### config.mk
export PLATFORM = sky130hd
export DESIGN_NAME = pfc_pwm
export DESIGN_NICKNAME = d
export VERILOG_FILES = /design/src/pfc_pwm_unused.sv /design/src/pfc_pwm_pkg.sv /design/src/pfc_pwm.sv
export SDC_FILE = /design/constraint.sdc
export NUM_CORES = 1
export LEC_CHECK = 0
export ABC_AREA = 1
export BUFFER_PORTS_ARGS = -buffer_cell sky130_fd_sc_hd__buf_4
export CAP_MARGIN = 5
export CORE_MARGIN = 1
export CORE_UTILIZATION = 25
export DETAILED_ROUTE_END_ITERATION = 6
export GPL_ROUTABILITY_DRIVEN = 0
export GPL_TIMING_DRIVEN = 0
export REMOVE_ABC_BUFFERS = 1
export SLEW_MARGIN = 20
export SYNTH_ARGS = -nofsm -noshare
export SYNTH_HDL_FRONTEND = slang
export SYNTH_SLANG_ARGS = --single-unit
export TNS_END_PERCENT = 10
### constraint.sdc
create_clock -name core_clk -period 3 [get_ports core_clk]
set_input_delay 0.6 -clock core_clk [delete_from_list [all_inputs] [get_ports core_clk]]
set_output_delay 0.6 -clock core_clk [all_outputs]
set_load 0.02 [all_outputs]
### src/pfc_pwm_unused.sv
`default_nettype none
`default_nettype wire

### src/pfc_pwm_pkg.sv
`default_nettype none
package pfc_pwm_pkg;
  // ********************************************************
  // register byte addresses
  // ********************************************************
  localparam logic [7:0] timer1_ctrl_a_addr  = 8'h80;
  localparam logic [7:0] timer1_ctrl_b_addr  = 8'h84;
  localparam logic [7:0] capture_top_addr    = 8'h88;
  localparam logic [7:0] compare_a_addr      = 8'h8c;
  localparam logic [7:0] timer3_ctrl_a_addr  = 8'h90;
  localparam logic [7:0] timer4_ctrl_a_addr  = 8'ha0;
  localparam logic [7:0] compare_b_addr      = 8'hb0;
  localparam logic [7:0] compare_c_addr      = 8'hb4;
  localparam logic [7:0] flags_addr          = 8'hb8;
  localparam logic [7:0] count_addr          = 8'hbc;
  localparam logic [7:0] pin_ctrl_addr       = 8'hc0;
  // ********************************************************
  // field positions, codes and reset values
  // ********************************************************
  localparam int         mode_hi_lsb         = 3;
  localparam int         clock_sel_lsb       = 0;
  localparam int         flag_overflow       = 0;
  localparam int         flag_capture        = 1;
  localparam int         flag_match_lsb      = 2;
  localparam int         port_value_lsb      = 3;
  localparam logic [3:0] mode_pfc_capture    = 4'h8;
  localparam logic [3:0] mode_pfc_compare_a  = 4'h9;
  localparam logic [3:0] mode_pc_compare_a   = 4'hb;
  localparam logic [1:0] action_off          = 2'h0;
  localparam logic [1:0] action_toggle       = 2'h1;
  localparam logic [1:0] action_noninv       = 2'h2;
  localparam logic [1:0] action_inv          = 2'h3;
  localparam logic [7:0] ctrl_reset          = 8'h00;
  localparam logic [15:0] value_reset        = 16'h0000;
  localparam logic [15:0] bottom_value       = 16'h0000;
  localparam logic [1:0] resp_okay           = 2'h0;
  localparam logic [1:0] resp_slverr         = 2'h2;

  // ********************************************************
  // state carrier
  // ********************************************************
  typedef struct packed {
    logic [7:0]       ctrl_a1;
    logic [7:0]       ctrl_a3;
    logic [7:0]       ctrl_a4;
    logic [7:0]       ctrl_b;
    logic [15:0]      cap_top;
    logic [2:0][15:0] buf_cmp;
    logic [2:0][15:0] act_cmp;
    logic [4:0]       flags;
    logic [2:0]       dir_en;
    logic [2:0]       port_val;
    logic [9:0]       presc;
    logic [15:0]      count;
    logic             down;
    logic [2:0]       wave;
    logic [2:0]       pin_out;
    logic [2:0]       pin_oe_n;
    logic             aw_got;
    logic             w_got;
    logic [7:0]       aw_addr;
    logic [31:0]      w_data;
    logic [3:0]       w_strb;
    logic             awready;
    logic             wready;
    logic             bvalid;
    logic [1:0]       bresp;
    logic             arready;
    logic             rvalid;
    logic [1:0]       rresp;
    logic [31:0]      rdata;
  } pwm_state_type;
endpackage : pfc_pwm_pkg
`default_nettype wire

### src/pfc_pwm.sv
// Decided for this implementation: the AXI4-Lite register port.
`default_nettype none
// Functional notes
// modes 8 and 9 run phase-frequency correct
// count up to TOP, down to zero
// TOP from capture (8) or compare A (9)
// TOP value held for one tick
// software keeps TOP at least 0x0003
// clear on up match, set on down
// action two non-inverted, three inverted
// compare buffers load only at BOTTOM
// overflow flag set with buffer load
// TOP sets match A or capture flag
// equal count sets channel match flag
// software keeps TOP above all compares
// compare above TOP never matches
// pin driven only when direction is output
// BOTTOM compare low, TOP compare high
// mode 9 action one toggles A
// tick is clock divided by prescaler
// tick qualifies counting, flags and loads
// control A fields and zero reset
// action zero leaves normal port control
// mode high bits live in control B
// action one elsewhere leaves outputs disconnected; code also keeps A connected to its waveform in mode 11
// capture TOP takes effect unbuffered
module pfc_pwm
  import pfc_pwm_pkg::*;
(
  // clock and reset
  input  wire logic        core_clk,
  input  wire logic        rst,
  // axi4-lite write
  input  wire logic [7:0]  awaddr,
  input  wire logic        awvalid,
  output var  logic        awready,
  input  wire logic [31:0] wdata,
  input  wire logic [3:0]  wstrb,
  input  wire logic        wvalid,
  output var  logic        wready,
  output var  logic [1:0]  bresp,
  output var  logic        bvalid,
  input  wire logic        bready,
  // axi4-lite read
  input  wire logic [7:0]  araddr,
  input  wire logic        arvalid,
  output var  logic        arready,
  output var  logic [31:0] rdata,
  output var  logic [1:0]  rresp,
  output var  logic        rvalid,
  input  wire logic        rready,
  // port pins of channels a, b, c
  output var  logic [2:0]  pin_out,
  output var  logic [2:0]  pin_oe_n
);
  pwm_state_type state;
  pwm_state_type next_state;
  logic [3:0]    mode;
  logic          pfc_mode;
  logic [15:0]   top;
  logic          tick;
  logic [9:0]    presc_last;
  logic [2:0]    sel_ok;
  logic [2:0]    connected;
  logic [2:0]    match;
  logic [2:0]    eff_down_ch;
  logic          at_top;
  logic          at_bottom;
  logic          eff_down;
  logic          wr_fire;
  logic          wr_hit;
  logic          rd_hit;
  logic [31:0]   rd_word;
  logic [4:0]    flag_set;
  logic [4:0]    flag_clr;

  // ********************************************************
  // prescaler and mode decode
  // ********************************************************
  always_comb begin
    case (state.ctrl_b[clock_sel_lsb +: 3])
      3'h1:    presc_last = 10'h000;
      3'h2:    presc_last = 10'h007;
      3'h3:    presc_last = 10'h03f;
      3'h4:    presc_last = 10'h0ff;
      3'h5:    presc_last = 10'h3ff;
      default: presc_last = 10'h000;
    endcase
  end

  assign sel_ok    = {1'b0, state.ctrl_b[clock_sel_lsb +: 3]} inside {4'h1, 4'h2, 4'h3, 4'h4, 4'h5} ? 3'h7 : 3'h0;
  assign tick      = sel_ok[0] && (state.presc == presc_last);
  assign mode      = {state.ctrl_b[mode_hi_lsb +: 2], state.ctrl_a1[1:0]};
  assign pfc_mode  = (mode == mode_pfc_capture) || (mode == mode_pfc_compare_a);
  assign top       = (mode == mode_pfc_capture) ? state.cap_top : state.act_cmp[0];
  assign at_top    = (state.count == top);
  assign at_bottom = (state.count == bottom_value);
  // at the turning points the slope is taken as the one being entered
  assign eff_down  = at_bottom ? 1'b0 : (at_top ? 1'b1 : state.down);

  // ********************************************************
  // per channel compare and pin selection
  // ********************************************************
  for (genvar i = 0; i < 3; i++) begin : g_chan
    logic [1:0] sel;
    assign sel            = state.ctrl_a1[7 - 2 * i -: 2];
    assign match[i]       = (state.count == state.act_cmp[i]) && (state.act_cmp[i] <= top);
    assign eff_down_ch[i] = eff_down;
    if (i == 0) begin : g_a
      assign connected[i] = (sel >= action_noninv) ||
                            ((sel == action_toggle) &&
                             ((mode == mode_pfc_compare_a) || (mode == mode_pc_compare_a)));
    end else begin : g_bc
      assign connected[i] = (sel >= action_noninv);
    end
  end

  // ********************************************************
  // register bus decode
  // ********************************************************
  assign wr_fire = state.aw_got && state.w_got && !state.bvalid;
  assign wr_hit  = state.aw_addr inside {timer1_ctrl_a_addr, timer1_ctrl_b_addr, capture_top_addr,
                                         compare_a_addr, timer3_ctrl_a_addr, timer4_ctrl_a_addr,
                                         compare_b_addr, compare_c_addr, flags_addr, count_addr,
                                         pin_ctrl_addr};

  always_comb begin
    rd_hit  = 1'b1;
    rd_word = 32'h0000_0000;
    case (araddr)
      timer1_ctrl_a_addr: rd_word[7:0]  = state.ctrl_a1;
      timer3_ctrl_a_addr: rd_word[7:0]  = state.ctrl_a3;
      timer4_ctrl_a_addr: rd_word[7:0]  = state.ctrl_a4;
      timer1_ctrl_b_addr: rd_word[7:0]  = state.ctrl_b;
      capture_top_addr:   rd_word[15:0] = state.cap_top;
      compare_a_addr:     rd_word[15:0] = state.buf_cmp[0];
      compare_b_addr:     rd_word[15:0] = state.buf_cmp[1];
      compare_c_addr:     rd_word[15:0] = state.buf_cmp[2];
      flags_addr:         rd_word[4:0]  = state.flags;
      count_addr:         rd_word[15:0] = state.count;
      pin_ctrl_addr:      rd_word[5:0]  = {state.port_val, state.dir_en};
      default:            rd_hit        = 1'b0;
    endcase
  end

  // byte-lane merge of a write into a register of up to 16 bits
  function automatic logic [15:0] merge16(input logic [15:0] old, input logic [31:0] d, input logic [3:0] s);
    logic [15:0] res;
    res = old;
    if (s[0]) begin
      res[7:0] = d[7:0];
    end
    if (s[1]) begin
      res[15:8] = d[15:8];
    end
    return res;
  endfunction : merge16

  // ********************************************************
  // next state
  // ********************************************************
  always_comb begin
    next_state = state;
    flag_set   = 5'h00;
    flag_clr   = 5'h00;

    // write channels
    if (awvalid && state.awready) begin
      next_state.aw_got  = 1'b1;
      next_state.aw_addr = awaddr;
    end
    if (wvalid && state.wready) begin
      next_state.w_got  = 1'b1;
      next_state.w_data = wdata;
      next_state.w_strb = wstrb;
    end
    if (wr_fire) begin
      next_state.aw_got = 1'b0;
      next_state.w_got  = 1'b0;
      next_state.bvalid = 1'b1;
      next_state.bresp  = wr_hit ? resp_okay : resp_slverr;
      if (state.w_strb[0]) begin
        case (state.aw_addr)
          timer1_ctrl_a_addr: next_state.ctrl_a1 = state.w_data[7:0];
          timer3_ctrl_a_addr: next_state.ctrl_a3 = state.w_data[7:0];
          timer4_ctrl_a_addr: next_state.ctrl_a4 = state.w_data[7:0];
          timer1_ctrl_b_addr: next_state.ctrl_b  = {3'h0, state.w_data[4:0]};
          flags_addr:         flag_clr           = state.w_data[4:0];
          pin_ctrl_addr:      next_state.dir_en  = state.w_data[2:0];
          default:            ;
        endcase
        if (state.aw_addr == pin_ctrl_addr) begin
          next_state.port_val = state.w_data[port_value_lsb +: 3];
        end
      end
      case (state.aw_addr)
        capture_top_addr: next_state.cap_top    = merge16(state.cap_top, state.w_data, state.w_strb);
        compare_a_addr:   next_state.buf_cmp[0] = merge16(state.buf_cmp[0], state.w_data, state.w_strb);
        compare_b_addr:   next_state.buf_cmp[1] = merge16(state.buf_cmp[1], state.w_data, state.w_strb);
        compare_c_addr:   next_state.buf_cmp[2] = merge16(state.buf_cmp[2], state.w_data, state.w_strb);
        default:          ;
      endcase
    end
    if (state.bvalid && bready) begin
      next_state.bvalid = 1'b0;
    end
    next_state.awready = !next_state.aw_got && !next_state.bvalid;
    next_state.wready  = !next_state.w_got && !next_state.bvalid;

    // read channel
    if (arvalid && state.arready) begin
      next_state.arready = 1'b0;
      next_state.rvalid  = 1'b1;
      next_state.rdata   = rd_word;
      next_state.rresp   = rd_hit ? resp_okay : resp_slverr;
    end else if (state.rvalid && rready) begin
      next_state.rvalid  = 1'b0;
      next_state.arready = 1'b1;
    end

    // prescaler
    if (!sel_ok[0] || tick) begin
      next_state.presc = 10'h000;
    end else begin
      next_state.presc = state.presc + 10'h001;
    end

    // dual-slope counter
    if (tick && pfc_mode) begin
      if (at_bottom) begin
        next_state.act_cmp = state.buf_cmp;
        flag_set[flag_overflow] = 1'b1;
      end
      if (at_top) begin
        if (mode == mode_pfc_capture) begin
          flag_set[flag_capture] = 1'b1;
        end else begin
          flag_set[flag_match_lsb] = 1'b1;
        end
      end
      // bottom wins: TOP may still read zero before the first buffer load
      if (at_bottom) begin
        next_state.count = state.count + 16'h0001;
        next_state.down  = 1'b0;
      end else if (at_top) begin
        next_state.count = state.count - 16'h0001;
        next_state.down  = 1'b1;
      end else if (state.down) begin
        next_state.count = state.count - 16'h0001;
      end else begin
        next_state.count = state.count + 16'h0001;
      end
      for (int i = 0; i < 3; i++) begin
        if (match[i]) begin
          flag_set[flag_match_lsb + i] = 1'b1;
          case (state.ctrl_a1[7 - 2 * i -: 2])
            action_noninv: next_state.wave[i] = eff_down_ch[i];
            action_inv:    next_state.wave[i] = !eff_down_ch[i];
            action_toggle: next_state.wave[i] = connected[i] ? !state.wave[i] : state.wave[i];
            default:       ;
          endcase
        end
      end
    end
    // a set in the clearing cycle wins
    next_state.flags = (state.flags & ~flag_clr) | flag_set;

    // port pins
    for (int i = 0; i < 3; i++) begin
      next_state.pin_out[i]  = connected[i] ? next_state.wave[i] : next_state.port_val[i];
      next_state.pin_oe_n[i] = !next_state.dir_en[i];
    end
  end

  always_ff @(posedge core_clk) begin
    if (rst) begin
      state         <= '0;
      state.awready <= 1'b1;
      state.wready  <= 1'b1;
      state.arready <= 1'b1;
      state.pin_oe_n <= 3'h7;
    end else begin
      state <= next_state;
    end
  end

  assign awready  = state.awready;
  assign wready   = state.wready;
  assign bvalid   = state.bvalid;
  assign bresp    = state.bresp;
  assign arready  = state.arready;
  assign rvalid   = state.rvalid;
  assign rdata    = state.rdata;
  assign rresp    = state.rresp;
  assign pin_out  = state.pin_out;
  assign pin_oe_n = state.pin_oe_n;
endmodule : pfc_pwm
`default_nettype wire

# Word level (Yosys, flattened, before mapping)
# Cells that the tools add are included.
[op_classes]
add_sub_neg = 3
n_lt_le_gt_ge = 6
n_eq_ne = 44
n_mux = 50
bitwise_logic = 3
n_reduce_logical = 50
[op_table]
columns = ["op", "n"]
rows = [
  ["$eq 8x8->1 const B", 22],
  ["$eq 16x16->1", 4],
  ["$pmux 5 s11", 1],
  ["$le 16x16->1", 3],
  ["$mux 16", 3],
  ["$pmux 10 s4", 1],
  ["$pmux 8 s5", 1],
  ["$reduce_and 3->1", 12],
  ["$mux 1", 22],
  ["$mux 5", 4],
  ["$mux 17", 1],
  ["$add 16x1->16 const B", 1],
  ["$logic_not 16->1", 1],
  ["$pmux 2 s8", 1],
  ["$sub 16x1->16 const B", 1],
  ["$logic_and 1x1->1", 15],
  ["$eq 2x2->1 const B", 6],
  ["$eq 4x4->1 const B", 3],
  ["$logic_not 1->1", 12],
  ["$mux 2", 6],
  ["$mux 3", 4],
  ["$mux 6", 2],
  ["$reduce_bool 11->1", 1],
  ["$reduce_or 11->1", 1],
  ["other kinds (17)", 28],
]
[totals]
regBits = 241
input_bits = 59
output_inout_bits = 47

# Longest topological paths before layout
# Gate-level depths: netlist of the first run.
[logic_depth]
ltp_word = 10
ltp_mapped = 20
depth_no_buf = 19

# Worst setup path before layout of the first run
# Ideal clock, no wire load.
[synth_timing]
path_kind = "register -> register"
from = "register state[247] (netlist name)"
to = "register state (netlist bit pin_out[2])"
setup_ns = 0.122
t_arrival_ns = 2.234
setup_slack_ns = 0.644
stages_incl_launch_ff = 15
cell_sequence = "dfxtp_1 -> inv_2 -> ha_1 -> inv_2 -> nand4_1 -> or2_1 -> a21oi_1 -> nand3_1 -> nor2_1 -> buf_2 -> inv_2 -> nor2_1 -> nand3_1 -> o21ai_1 -> a21oi_1"
[synth_via]
elab_chain_cells = 7
elab_cells_between_ends = 13
classes_between = "6 x eq/ne; 4 x mux; 3 x reduce/logical"
[synth_rtl]
columns = ["element", "line", "source"]
rows = [
  ["start: declaration", "pfc_pwm.sv:56", "pwm_state_type state;"],
  ["start signal: assignment", "pfc_pwm.sv:283", "state <= next_state;"],
  ["$eq 3x3->1, or another cell as far along", "pfc_pwm.sv:81, pfc_pwm.sv:91", ""],
  ["$pmux 10 s4 or $reduce_bool 5->1 (tied branches)", "pfc_pwm.sv:81, pfc_pwm.sv:91", ""],
  ["$eq 10x10->1 or $mux 1 (tied branches)", "pfc_pwm.sv:92, pfc_pwm.sv:91", ""],
  ["$logic_and 1x1->1 (*)", "pfc_pwm.sv:92", "assign tick = sel_ok[0] && (state.presc == presc_last);"],
  ["$logic_and 1x1->1 (*)", "pfc_pwm.sv:229", "if (tick && pfc_mode) begin"],
  ["$mux 3 (*)", "pfc_pwm.sv:229", ""],
  ["$mux 1 (*)", "pfc_pwm.sv:270", "next_state.pin_out[i] = connected[i] ? next_state.wave[i] : next_state.port_val[i];"],
]
# Every way passes the cells marked *; elsewhere a longest branch is shown, timed or not.
# A chain may end at the register's enable or synchronous reset.

# Final worst setup path of the first run
[layout_timing]
from = "register state (netlist bit mode[2])"
to = "register state[93] (netlist name)"
[layout_via]
elab_chain_cells = 9
elab_cells_between_ends = 19
classes_between = "1 x order compare; 4 x eq/ne; 7 x mux; 7 x reduce/logical"
[layout_rtl]
columns = ["element", "line", "source"]
rows = [
  ["$eq 4x4->1", "pfc_pwm.sv:94, pfc_pwm.sv:95", ""],
  ["$mux 16", "pfc_pwm.sv:95", "assign top = (mode == mode_pfc_capture) ? state.cap_top : state.act_cmp[0];"],
  ["$eq 16x16->1", "pfc_pwm.sv:96", "assign at_top = (state.count == top);"],
  ["$mux 1", "--", ""],
  ["$mux 1", "pfc_pwm.sv:99", "assign eff_down = at_bottom ? 1'b0 : (at_top ? 1'b1 : state.down);"],
  ["$logic_not 1->1", "pfc_pwm.sv:258", "action_inv: next_state.wave[i] = !eff_down_ch[i];"],
  ["$pmux 1 s3", "pfc_pwm.sv:256", "case (state.ctrl_a1[7 - 2 * i -: 2])"],
  ["$mux 1", "pfc_pwm.sv:254", "if (match[i]) begin"],
  ["$mux 3 (*)", "pfc_pwm.sv:229", ""],
]
# Marks and branches as above.

==> metrics.md, run 1 <==
| Metric | Value |
|---|---|
| Clock-pin transition on the worst setup and hold timing paths | `0.06 ns` |
| Setup Viol. Count Final | `0` |
| Most used cell, CP | `nand2_1` |
| RSZ-0062 raised after global routing | `yes` |
| Arr. time, crit path | `3.32 ns` |
| Crit path cell chain | `nor2_4, nand2_8, nand2_1, nand2_1, ha_1, nand4_1, nor3_4, nand2_1, nor2_1, nand4_1, nand2_1, nand2_1, nor2_1, nand2_1, nand2_1, nor2_1` |
| Worst Tran Pin Value | `1.10 ns` |
| Placed cells | `2478` |
| Design Area, Final | `15200 um2` |
| DRC viols | `0` |
| Max Cap Viol | `0` |
| Power, Total | `7.31 mW` |
| Ys async rst share | `0` |
| Clock Skew | `0.0198 ns` |
| Post-synthesis cell type count | `57` |
| Fillcell total | `5595` |
| First-pass GRT wire length | `64900 um` |
| H-tree levels | `1` |
| CP Launch Point | `mode[2]` |
| Gate Count Post-Synth | `1835` |
| Die Area | `53300 um2` |
| Slowest stage delay, CP | `0.39 ns` |
| Hold wc startpoint | `wstrb[0]` |
| Register area share after synthesis | `0.365` |
| Vias per std cell | `4.88` |
| Worst-Skew Late Latency | `0.58 ns` |
| GRT Total Usage | `0.152` |
| Routed Antenna Nets | `0` |
| Vias in the first global route | `11700` |
| Crit path time final | `2.90 ns` |
| Slew HR | `0.267` |
| CP required | `3.43 ns` |
| Power per standard cell area | `481 nW/um2` |
| RR Startpoint | `mode[2]` |
| CTS tree | `yes` |
| Crit path launch type | `register` |
| IO Pins | `106` |
| Buf/Inv on CP | `0` |
| Layout net count | `1947` |
| Starting Density | `0.254` |
| Storage cell area | `4790 um2` |
| Antenna Cells | `0` |
| Hold Vio Cnt, Final | `0` |
| Die Wd | `231 um` |
| Initial antenna violation count | `0` |
| Slowest cell on the critical path | `dfxtp_1` |
| Multi-input gate area | `6980 um2` |
| WL/cell | `16.5 um` |
| Period utilization | `0.966` |
| Top_reg_cell synth | `dfxtp_1` |
| TritonCTS buffer count | `27` |
| Core area | `51500 um2` |
| Area Overhead vs Synth | `16.0%` |
| Leakage power figure | `6.16 nW` |
| Clk buf depth | `3` |
| Clock net sink count | `239` |
| Routed Wire Length | `41900 um` |
| Final Instance Count excl. Fillers | `2544` |
| Status | `finished, final reports clean` |
| Drt first-iter violations | `1084` |
| Flops & latches, synth | `239` |
| Row count | `83` |
| Worst min-delay path category | `primary input to register` |
| Clock Root Buffer | `clkbuf_16` |
| Gr ovfl total | `0` |
| Final slew viol count | `0` |
| # hold bufs at CTS | `0` |
| Critical path class | `register to register` |
| Number of flops mapped to enable cells by yosys | `0` |
| Detailed-placement wirelength estimate | `29500 um` |
| Peak supply drop | `379 uV` |
| Worst Setup End Kind | `register` |
| Setup TNS | `0 ns` |
| Syn_area_per_cell | `7.14 um2` |
| IO Port Bufs | `69` |
| DP Area | `13900 um2` |
| Warnings, synthesis | `0` |
| Critical Path Fanout Max | `14` |
| Max Fclk | `345 MHz` |
| Delay-heaviest family, CP | `simple AND/OR/NAND/NOR gates` |
| Layout cells sized above 1 | `0.114` |
| Pre-antenna DRT Iters | `6` |
| Netlist Area Pre-Place | `13100 um2` |
| Die height | `231 um` |
| Vias | `12400` |
| Largest net degree at the start of global routing | `108` |
cell type report:
| type | instances | area share |
|---|---|---|
| inverter | 225 | 0.0565 |
| timing repair buffer | 86 | 0.0486 |
| tap | 680 | 0.0560 |
| sequential | 239 | 0.315 |
| clock buffer | 36 | 0.0506 |
| clock inverter | 13 | 0.0141 |
| multi-input combinational | 1265 | 0.459 |
repair_timing:
item / in CTS / in global routing
pin swaps: 5 / 5
cloned: 3 / 1
buffers inserted: 8 / 5
setup endpoints to repair: 75 / 42
resized for setup: 12 / 20
report_power, final:
part           switching, mW  total [mW]  internal, mW
combinational          0.259       0.364         0.105
sequential            0.0378        3.27          3.23
clock                   1.44        3.68          2.24
registers in the layout, indices dropped and copies added (netlist names):
name / flops
state: 200
rdata: 16
g_chan.sel: 6
mode: 4
pin_oe_n: 3
pin_out: 3
arready: 1
awready: 1
bresp: 1
bvalid: 1
rresp: 1
rvalid: 1
wready: 1
synthesized netlist by cell type (4+ instances only):
| cell | count | area share |
|---|---|---|
| nand2_1 | 272 | 0.078 |
| nor2_1 | 243 | 0.070 |
| dfxtp_1 | 239 | 0.37 |
| inv_1 | 210 | 0.060 |
| o21ai_0 | 151 | 0.058 |
| a21oi_1 | 131 | 0.050 |
| nand3_1 | 92 | 0.035 |
| a211oi_1 | 64 | 0.037 |
| clkbuf_1 | 60 | 0.017 |
| buf_4 | 44 | 0.025 |
| ha_1 | 44 | 0.042 |
| xor2_1 | 31 | 0.021 |
| nand4_1 | 30 | 0.014 |
| nor3_1 | 28 | 0.011 |
| a221oi_1 | 24 | 0.016 |
| xnor2_1 | 23 | 0.015 |
| a31oi_1 | 12 | 0.0057 |
| o22ai_1 | 12 | 0.0057 |
| buf_2 | 11 | 0.0042 |
| o21ai_1 | 11 | 0.0042 |
| inv_2 | 10 | 0.0029 |
| a211oi_2 | 9 | 0.0086 |
| buf_6 | 7 | 0.0060 |
| nand3_2 | 7 | 0.0053 |
| o211ai_1 | 6 | 0.0034 |
| o31ai_1 | 6 | 0.0034 |
| nand3b_1 | 5 | 0.0029 |
| buf_1 | 4 | 0.0011 |
| clkinv_1 | 4 | 0.0011 |
| nor4_1 | 4 | 0.0019 |
cells by family (layout without fill, tap and decap cells):
family,after synthesis,after routing,share of synthesized area
flops,239,239,0.365
compound gates,439,439,0.200
simple gates,706,710,0.236
other cells,1,18,0.000286
fa+ha+maj,44,44,0.0420
buf+inv,352,360,0.120
xor+xnor,54,54,0.0361
stage by stage:
stage	hold slack [ns]	utilization	setup slack [ns]
after global routing	0.306	0.295	-0.0509
after CTS	0.269	0.292	0.000918
after floorplan	0.430	-	-0.920
final	0.284	0.295	0.103
after global placement	0.444	0.268	-3.14
after detailed placement	0.462	0.270	-0.920
per-layer routing:
metal	up-vias	track usage	routed length, um
met5	-	0	0
met4	0	0.0712	1720
met3	84	0.0196	2570
met2	440	0.253	19200
met1	5767	0.195	18400
li1	6117	-	-
worst reg2reg max path: stages, from the launching register on:
cell	delay, ns
dfxtp_1	0.39
nor2_4	0.29
nand2_8	0.17
nand2_1	0.12
nand2_1	0.12
ha_1	0.34
nand4_1	0.21
nor3_4	0.28
nand2_1	0.08
nor2_1	0.13
nand4_1	0.11
nand2_1	0.08
nand2_1	0.15
nor2_1	0.13
nand2_1	0.06
nand2_1	0.07
nor2_1	0.04
cell usage in the layout (no fill, tap or decap), types with 18 or more instances in the layout:
cell,instances
o21ai_0,149
ha_1,44
buf_4,77
nand3_1,91
xor2_1,31
a221oi_1,23
xnor2_1,23
nor3_1,27
conb_1,18
clkbuf_16,27
nand2_1,271
nand4_1,30
nor2_1,233
inv_1,207
a211oi_1,63
dfxtp_1,236
a21oi_1,131
path summary, 6_finish.rpt:
kind | to | slack, ns | cells past startpoint
setup / recovery | state[93] | 0.10 | 16
hold / removal | state[41] | 0.28 | 3
setup reg to reg | state[93] | 0.10 | 16
hold reg to reg | rdata[4] | 0.47 | 2
Power figures use the tool's default switching activity.
==> inputs of run 2 (changes only) <==
--- a/config.mk
+++ b/config.mk
@@ -9,10 +9,11 @@
 export BUFFER_PORTS_ARGS = -buffer_cell sky130_fd_sc_hd__buf_4
 export CAP_MARGIN = 5
 export CORE_MARGIN = 1
-export CORE_UTILIZATION = 25
+export CORE_UTILIZATION = 61
 export DETAILED_ROUTE_END_ITERATION = 6
 export GPL_ROUTABILITY_DRIVEN = 0
 export GPL_TIMING_DRIVEN = 0
+export PLACE_DENSITY = 0.81
 export REMOVE_ABC_BUFFERS = 1
 export SLEW_MARGIN = 20
 export SYNTH_ARGS = -nofsm -noshare
==> run 2 against run 1 <==
Sequential share of layout area is 1.2 points higher. Flip-flop and latch count stayed put. Setup slack worse by 0.067 ns. Die area is 59% lower. Largest power group unchanged. Critical path type unchanged. Final area is 3.8% lower. Power is 5.5% lower. Count of clock-buffer cells in the layout is 6 higher. Worst hold slack better by 0.029 ns. Non-clock buffer count is 9 higher.
==> metrics.md, run 2 (same netlist as run 1, synthesis figures left out) <==
| Metric | Value |
|---|---|
| Status | `finished, final reports clean` |
| Worst-Skew Late Latency | `0.54 ns (-0.04 ns)` |
| CP required | `3.37 ns (-0.06 ns)` |
| Arr. time, crit path | `3.34 ns (+0.02 ns)` |
| IO Pins | `106 (unchanged)` |
| Drt first-iter violations | `1402 (+29%)` |
| Initial antenna violation count | `0 (unchanged)` |
| Placed cells | `2072 (-16%)` |
| Layout net count | `1954 (+0.36%)` |
| TritonCTS buffer count | `26 (-3.7%)` |
| Clock Skew | `0.00950 ns (-0.0103 ns)` |
| Dpl ws | `-0.809 ns (+0.111 ns)` |
| Critical path class | `register to register` |
| Power, Total | `6.91 mW (-5.5%)` |
| Final Instance Count excl. Fillers | `2145 (-16%)` |
| Crit path launch type | `register` |
| Routed Wire Length | `38500 um (-8.0%)` |
| Pre-antenna DRT Iters | `6 (unchanged)` |
| Slew HR | `0.266 (about the same)` |
| Largest net degree at the start of global routing | `108 (unchanged)` |
| Storage cell area | `4790 um2 (unchanged)` |
| Layout cells sized above 1 | `0.112 (-0.00197)` |
| Multi-input gate area | `6940 um2 (-0.57%)` |
| Crit path time final | `2.96 ns (+0.0675 ns)` |
| IO Port Bufs | `69 (unchanged)` |
| CTS tree | `yes` |
| Die height | `149 um (-36%)` |
| # hold bufs at CTS | `0 (unchanged)` |
| Fillcell total | `1745 (-69%)` |
| Worst Setup End Kind | `register` |
| Die Wd | `149 um (-36%)` |
| Peak supply drop | `535 uV (+41%)` |
| Number of flip-flops in the largest register | `200 (unchanged)` |
| PnR worst setup slack | `0.0359 ns (-0.0675 ns)` |
| WL/cell | `18.0 um (+9.1%)` |
| Clock-pin transition on the worst setup and hold timing paths | `0.06 ns (about the same)` |
| Gr ovfl total | `0 (unchanged)` |
| Vias | `12900 (+3.9%)` |
| H-tree levels | `1 (unchanged)` |
| Core area | `21000 um2 (-59%)` |
| Clock Root Buffer | `clkbuf_16` |
| Period utilization | `0.988 (+0.0225)` |
| Leakage power figure | `6.15 nW (-0.21%)` |
| Routed Antenna Nets | `0 (unchanged)` |
| Clk buf depth | `3 (unchanged)` |
| Area Overhead vs Synth | `11.6%` |
| Row count | `53 (-36%)` |
| Critical Path Fanout Max | `10 (-4)` |
| Power per standard cell area | `472 nW/um2 (-1.8%)` |
| Max Fclk | `337 MHz (-2.3%)` |
| First-pass GRT wire length | `60300 um (-7.1%)` |
| Hold Vio Cnt, Final | `0 (unchanged)` |
| Vias per std cell | `6.01 (+23%)` |
| Starting Density | `0.623 (+0.369)` |
| Die Area | `22100 um2 (-59%)` |
| Most common cell after layout, fill and taps aside | `nand2_1` |
| Setup Viol. Count Final | `0 (unchanged)` |
| Clock net sink count | `239 (unchanged)` |
| Worst Tran Pin Value | `1.10 ns (+0.000148 ns)` |
| Largest register by flop count | `state` |
| Final slew viol count | `0 (unchanged)` |
| Max Cap Viol | `0 (unchanged)` |
| Min Hold Slack | `0.313 ns (+0.0293 ns)` |
| Detailed-placement wirelength estimate | `26100 um (-12%)` |
| DRC viols | `0 (unchanged)` |
| Worst reg-to-reg setup slack | `0.04 ns (-0.07 ns)` |
| Commonest cells after routing, fill and taps aside | `nand2_1, dfxtp_1, nor2_1` |
| Worst min-delay path category | `primary input to register` |
| Vias in the first global route | `11700 (-0.26%)` |
| GRT Total Usage | `0.343 (+0.191)` |
| Antenna Cells | `0 (unchanged)` |
## run 2: per-layer routing
metal  track usage  up-vias  wire (um)
met2         0.538      730      17200
met4         0.164        0       1740
met5             0        -          0
met1         0.456     5911      15500
li1              -     6120          -
met3        0.0632      125       4110
## run 2: final timing paths
path | startpoint | to | depth (start not counted)
worst max-delay path | mode[0] | state[104] | 18
worst min-delay path | wdata[14] | state[59] | 3
worst max register to register | mode[0] | state[104] | 18
worst min register to register | rdata[5] | rdata[5] | 2
## run 2: per-stage QoR
step                setup TNS (ns)  area, um2   util
floorplan                   -44.17      12400      -
global placement           -266.23      13300  0.633
detailed placement          -44.76      13400  0.637
CTS                         -0.187      14400  0.684
global route               -0.0747      14600  0.696
finish                           0      14600  0.696
## run 2: layout make-up
cell class / count / area share
clock inverter: 5 / 0.00402
inverter: 225 / 0.0585
multi-input combinational: 1264 / 0.475
timing repair buffer: 95 / 0.0555
clock buffer: 42 / 0.0562
sequential: 239 / 0.327
tap: 275 / 0.0235
## run 2: worst max-delay path, cell delays in order, from the launching register on
cell and delay [ns]:
dfxtp_2 0.43, nor2_4 0.08, buf_4 0.20, buf_4 0.17, nand3_1 0.13, nand2_1 0.14, nand2_1 0.10, nand2_1 0.07
nor2_1 0.14, nand2_1 0.11, nor2_1 0.21, nand2_2 0.14, nand2_4 0.17, nand2_4 0.14, buf_12 0.20, nand2_1 0.13
inv_1 0.09, nand2_1 0.08, a31oi_2 0.07
## run 2: report_power, final
| group | switching [mW] | leakage [nW] | internal, mW |
|---|---|---|---|
| Sequential | 0.0383 | 1.94 | 3.23 |
| Clock | 1.33 | 0.427 | 1.95 |
| Combinational | 0.247 | 3.78 | 0.105 |
| Total | 1.62 | 6.15 | 5.29 |
## run 2: repair_timing
item | 4_1_cts | 5_1_grt
setup buffers | 9 | 14
gates cloned | 3 | 0
resized for setup | 4 | 17
setup endpoints to repair | 75 | 68
pin swaps | 4 | 6
==> inputs of run 3 (changes only) <==
--- a/config.mk
+++ b/config.mk
@@ -5,15 +5,15 @@
 export SDC_FILE = /design/constraint.sdc
 export NUM_CORES = 1
 export LEC_CHECK = 0
-export ABC_AREA = 1
+export ABC_AREA = 0
 export BUFFER_PORTS_ARGS = -buffer_cell sky130_fd_sc_hd__buf_4
 export CAP_MARGIN = 5
 export CORE_MARGIN = 1
-export CORE_UTILIZATION = 61
+export CORE_UTILIZATION = 60
 export DETAILED_ROUTE_END_ITERATION = 6
 export GPL_ROUTABILITY_DRIVEN = 0
 export GPL_TIMING_DRIVEN = 0
-export PLACE_DENSITY = 0.81
+export PLACE_DENSITY = 0.8
 export REMOVE_ABC_BUFFERS = 1
 export SLEW_MARGIN = 20
 export SYNTH_ARGS = -nofsm -noshare
==> run 3 against run 2 <==
The flow now finishes with violations (negative setup slack). Via count decreased by 7.9%. First-iteration DRC count decreased by 12%. Non-clock buffer count decreased by 4. Count of clock-buffer cells in the layout decreased by 5. Critical path type unchanged. Critical endpoint is now pin_out[1]. Largest cell class unchanged. Largest power group unchanged. Highest routed layer unchanged.
==> metrics.md, run 3 <==
| Metric | Value |
|---|---|
| Status | `finished, violations left` |
| Violated checks | `negative setup slack` |
| Die height | `147 um (-1.2%)` |
| Clock Root Buffer | `clkbuf_16` |
| Peak supply drop | `508 uV (-5.1%)` |
| Initial antenna violation count | `1 (+1)` |
| Routed Wire Length | `37600 um (-2.4%)` |
| Setup Viol. Count Final | `21 (+21)` |
| Largest register by flop count | `state` |
| Clk buf depth | `3 (unchanged)` |
| Flops & latches, synth | `239 (unchanged)` |
| Cell with the most instances after synthesis | `nand2_1` |
| Sw Ratio | `0.233 (-0.00170)` |
| Number of flip-flops in the largest register | `200 (unchanged)` |
| Routed Antenna Nets | `0 (unchanged)` |
| Clock power frac | `0.477 (about the same)` |
| Power, Total | `6.99 mW (+1.2%)` |
| Largest net degree at the start of global routing | `126 (+17%)` |
| Netlist Area Pre-Place | `12600 um2 (-4.1%)` |
| Register area share after synthesis | `0.381 (+0.0155)` |
| CTS tree | `yes` |
| Worst Tran Pin Value | `1.14 ns (+0.0446 ns)` |
| First-pass GRT wire length | `57800 um (-4.1%)` |
| TritonCTS buffer count | `26 (unchanged)` |
| GRT Total Usage | `0.336 (-0.00786)` |
| Critical Path Fanout Max | `7 (-3)` |
| Warnings, synthesis | `0 (unchanged)` |
| Area Overhead vs Synth | `16.1%` |
| Arr. time, crit path | `3.96 ns (+0.62 ns)` |
| Period utilization | `1.17 (+0.182)` |
| Critical path class | `register to register` |
| Post-synthesis cell type count | `73 (+28%)` |
| Layout net count | `1654 (-15%)` |
| Area leader, netlist | `dfxtp_1` |
| Layout cells sized above 1 | `0.169 (+0.0566)` |
| Row count | `52 (-1.9%)` |
| Pre-antenna DRT Iters | `6 (unchanged)` |
| Hold wc startpoint | `wdata[3]` |
| CP required | `3.45 ns (+0.08 ns)` |
| NetSw | `1.63 mW (+0.50%)` |
| Clock-pin transition on the worst setup and hold timing paths | `0.07 ns (about the same)` |
| Syn_area_per_cell | `8.09 um2 (+13%)` |
| DRC viols | `0 (unchanged)` |
| Post-synth top cells | `nand2_1, dfxtp_1, a21oi_1, nor2_1, clkbuf_1` |
| Antenna Cells | `0 (unchanged)` |
| Drt first-iter violations | `1234 (-12%)` |
| Gr ovfl total | `0 (unchanged)` |
| R2R cell count | `9 (-9)` |
| Power share of the combinational group | `0.053 (+0.002)` |
| Synth top area cells | `dfxtp_1, nand2_1, a21oi_1` |
| Crit path time final | `3.51 ns (+0.546 ns)` |
| Vias per std cell | `6.45 (+7.4%)` |
| Commonest cells after routing, fill and taps aside | `nand2_1, dfxtp_1, a21oi_1` |
| Min-Delay Endpoint | `state[48]` |
| Hold Vio Cnt, Final | `0 (unchanged)` |
| Starting Density | `0.617 (-0.00612)` |
| Internal power | `5.36 mW (+1.5%)` |
| Worst Setup End Kind | `register` |
| Yosys top cell area share | `0.381 (+0.0155)` |
| Gate Count Post-Synth | `1554 (-15%)` |
| Most common cell after layout, fill and taps aside | `nand2_1` |
| Clock Skew | `0.0167 ns (+0.00724 ns)` |
| Seq pwr share | `0.471 (-0.002)` |
| Core area | `20400 um2 (-3.1%)` |
| H-tree levels | `1 (unchanged)` |
| Hold Path Depth | `3 (unchanged)` |
| Number of flops mapped to enable cells by yosys | `0 (unchanged)` |
| Detailed-placement wirelength estimate | `24500 um (-6.0%)` |
| WL/cell | `20.5 um (+14%)` |
| Max Fclk | `285 MHz (-16%)` |
| Leakage power figure | `5.63 nW (-8.4%)` |
| Power per standard cell area | `479 nW/um2 (+1.4%)` |
| RSZ-0062 raised after global routing | `yes` |
| Setup TNS | `-4.88 ns (-4.88 ns)` |
| Max Cap Viol | `0 (unchanged)` |
| Vias | `11900 (-7.9%)` |
| Reg2reg end | `pin_out[1]` |
| # hold bufs at CTS | `0 (unchanged)` |
| Die Area | `21500 um2 (-2.4%)` |
| IO Port Bufs | `69 (unchanged)` |
| Worst reg-to-reg setup slack | `-0.51 ns (-0.55 ns)` |
| Worst min-delay path category | `primary input to register` |
| Final slew viol count | `0 (unchanged)` |
| Top_reg_cell synth | `dfxtp_1` |
| Vias in the first global route | `10800 (-7.1%)` |
| Crit path launch type | `register` |
| PnR worst setup slack | `-0.511 ns (-0.546 ns)` |
| Ys async rst share | `0 (unchanged)` |
| Worst-Skew Late Latency | `0.53 ns (about the same)` |
| Clock net sink count | `239 (unchanged)` |
| IO Pins | `106 (unchanged)` |
| RR Startpoint | `mode[1]` |
| Slew HR | `0.237 (-0.0299)` |
| Die Wd | `147 um (-1.2%)` |
[run 3: worst max-delay path: stages, from the launching register on]
cell and delay, ns:
dfxtp_4 0.39, or4b_4 0.72, mux2i_4 0.29, ha_1 0.31, and4_4 0.24, nand2_4 0.06
or4_1 0.52, a311o_2 0.48, a211o_1 0.25, a31oi_1 0.17
[run 3: power groups by stage]
stage	clock (mW)	sequential [mW]	combinational [mW]
floorplan	0	3.37	0.148
global placement	0	3.36	0.350
detailed placement	0	3.36	0.361
CTS	3.34	3.29	0.364
global route	3.47	3.29	0.399
finish	3.33	3.29	0.368
[run 3: how the worst max path moves through the flow]
| stage | to | cells after the start | start | slack (ns) |
|---|---|---|---|---|
| 6_report | pin_out[1] | 9 | mode[1] | -0.51 |
| 5_1_grt | state[94] | 10 | mode[1] | -0.56 |
| 4_1_cts | pin_out[1] | 10 | mode[2] | -0.36 |
| 3_5_place_dp | pin_out[2] | 10 | mode[0] | -1.47 |
| 3_3_place_gp | pin_out[2] | 11 | mode[0] | -2.33 |
| 2_1_floorplan | pin_out[0] | 10 | mode[0] | -0.67 |
[run 3: cell type report]
type / count / area [um2]
clock buffer: 37 / 793
clock inverter: 9 / 110
fill: 1509 / 5760
inverter: 36 / 135
multi-input combinational: 1157 / 7630
sequential: 239 / 4810
tap: 270 / 338
timing repair buffer: 91 / 777
[run 3: what timing repair did]
item,CTS,global route
buffers inserted,11,4
pin swaps,37,21
setup endpoints to repair,75,52
gates cloned,2,0
resized for setup,91,28
[run 3: through the flow]
stage	util	std cells	area, um2	hold slack [ns]	worst slack (ns)
floorplan	-	1430	11900	0.425	-0.668
global placement	0.628	1769	12800	0.440	-2.33
detailed placement	0.637	1776	13000	0.447	-1.47
CTS	0.708	1835	14400	0.309	-0.360
global route	0.717	1839	14600	0.319	-0.562
finish	0.717	1839	14600	0.314	-0.511
[run 3: cells by family after synthesis]
group           synth area share
flops                      0.381
xor+xnor                  0.0481
fa+ha+maj                 0.0454
buf+inv                   0.0664
simple gates               0.217
mux                       0.0776
other cells             0.000298
compound gates             0.165
[run 3: per-layer routing]
| metal | part of all wire | wire, um | GRT usage | vias to the layer above |
|---|---|---|---|---|
| li1 | - | - | - | 5377 |
| met3 | 0.11 | 4000 | 0.0640 | 154 |
| met4 | 0.047 | 1780 | 0.136 | 0 |
| met2 | 0.45 | 17100 | 0.539 | 738 |
| met1 | 0.39 | 14800 | 0.443 | 5594 |
| met5 | 0 | 0 | 0 | - |
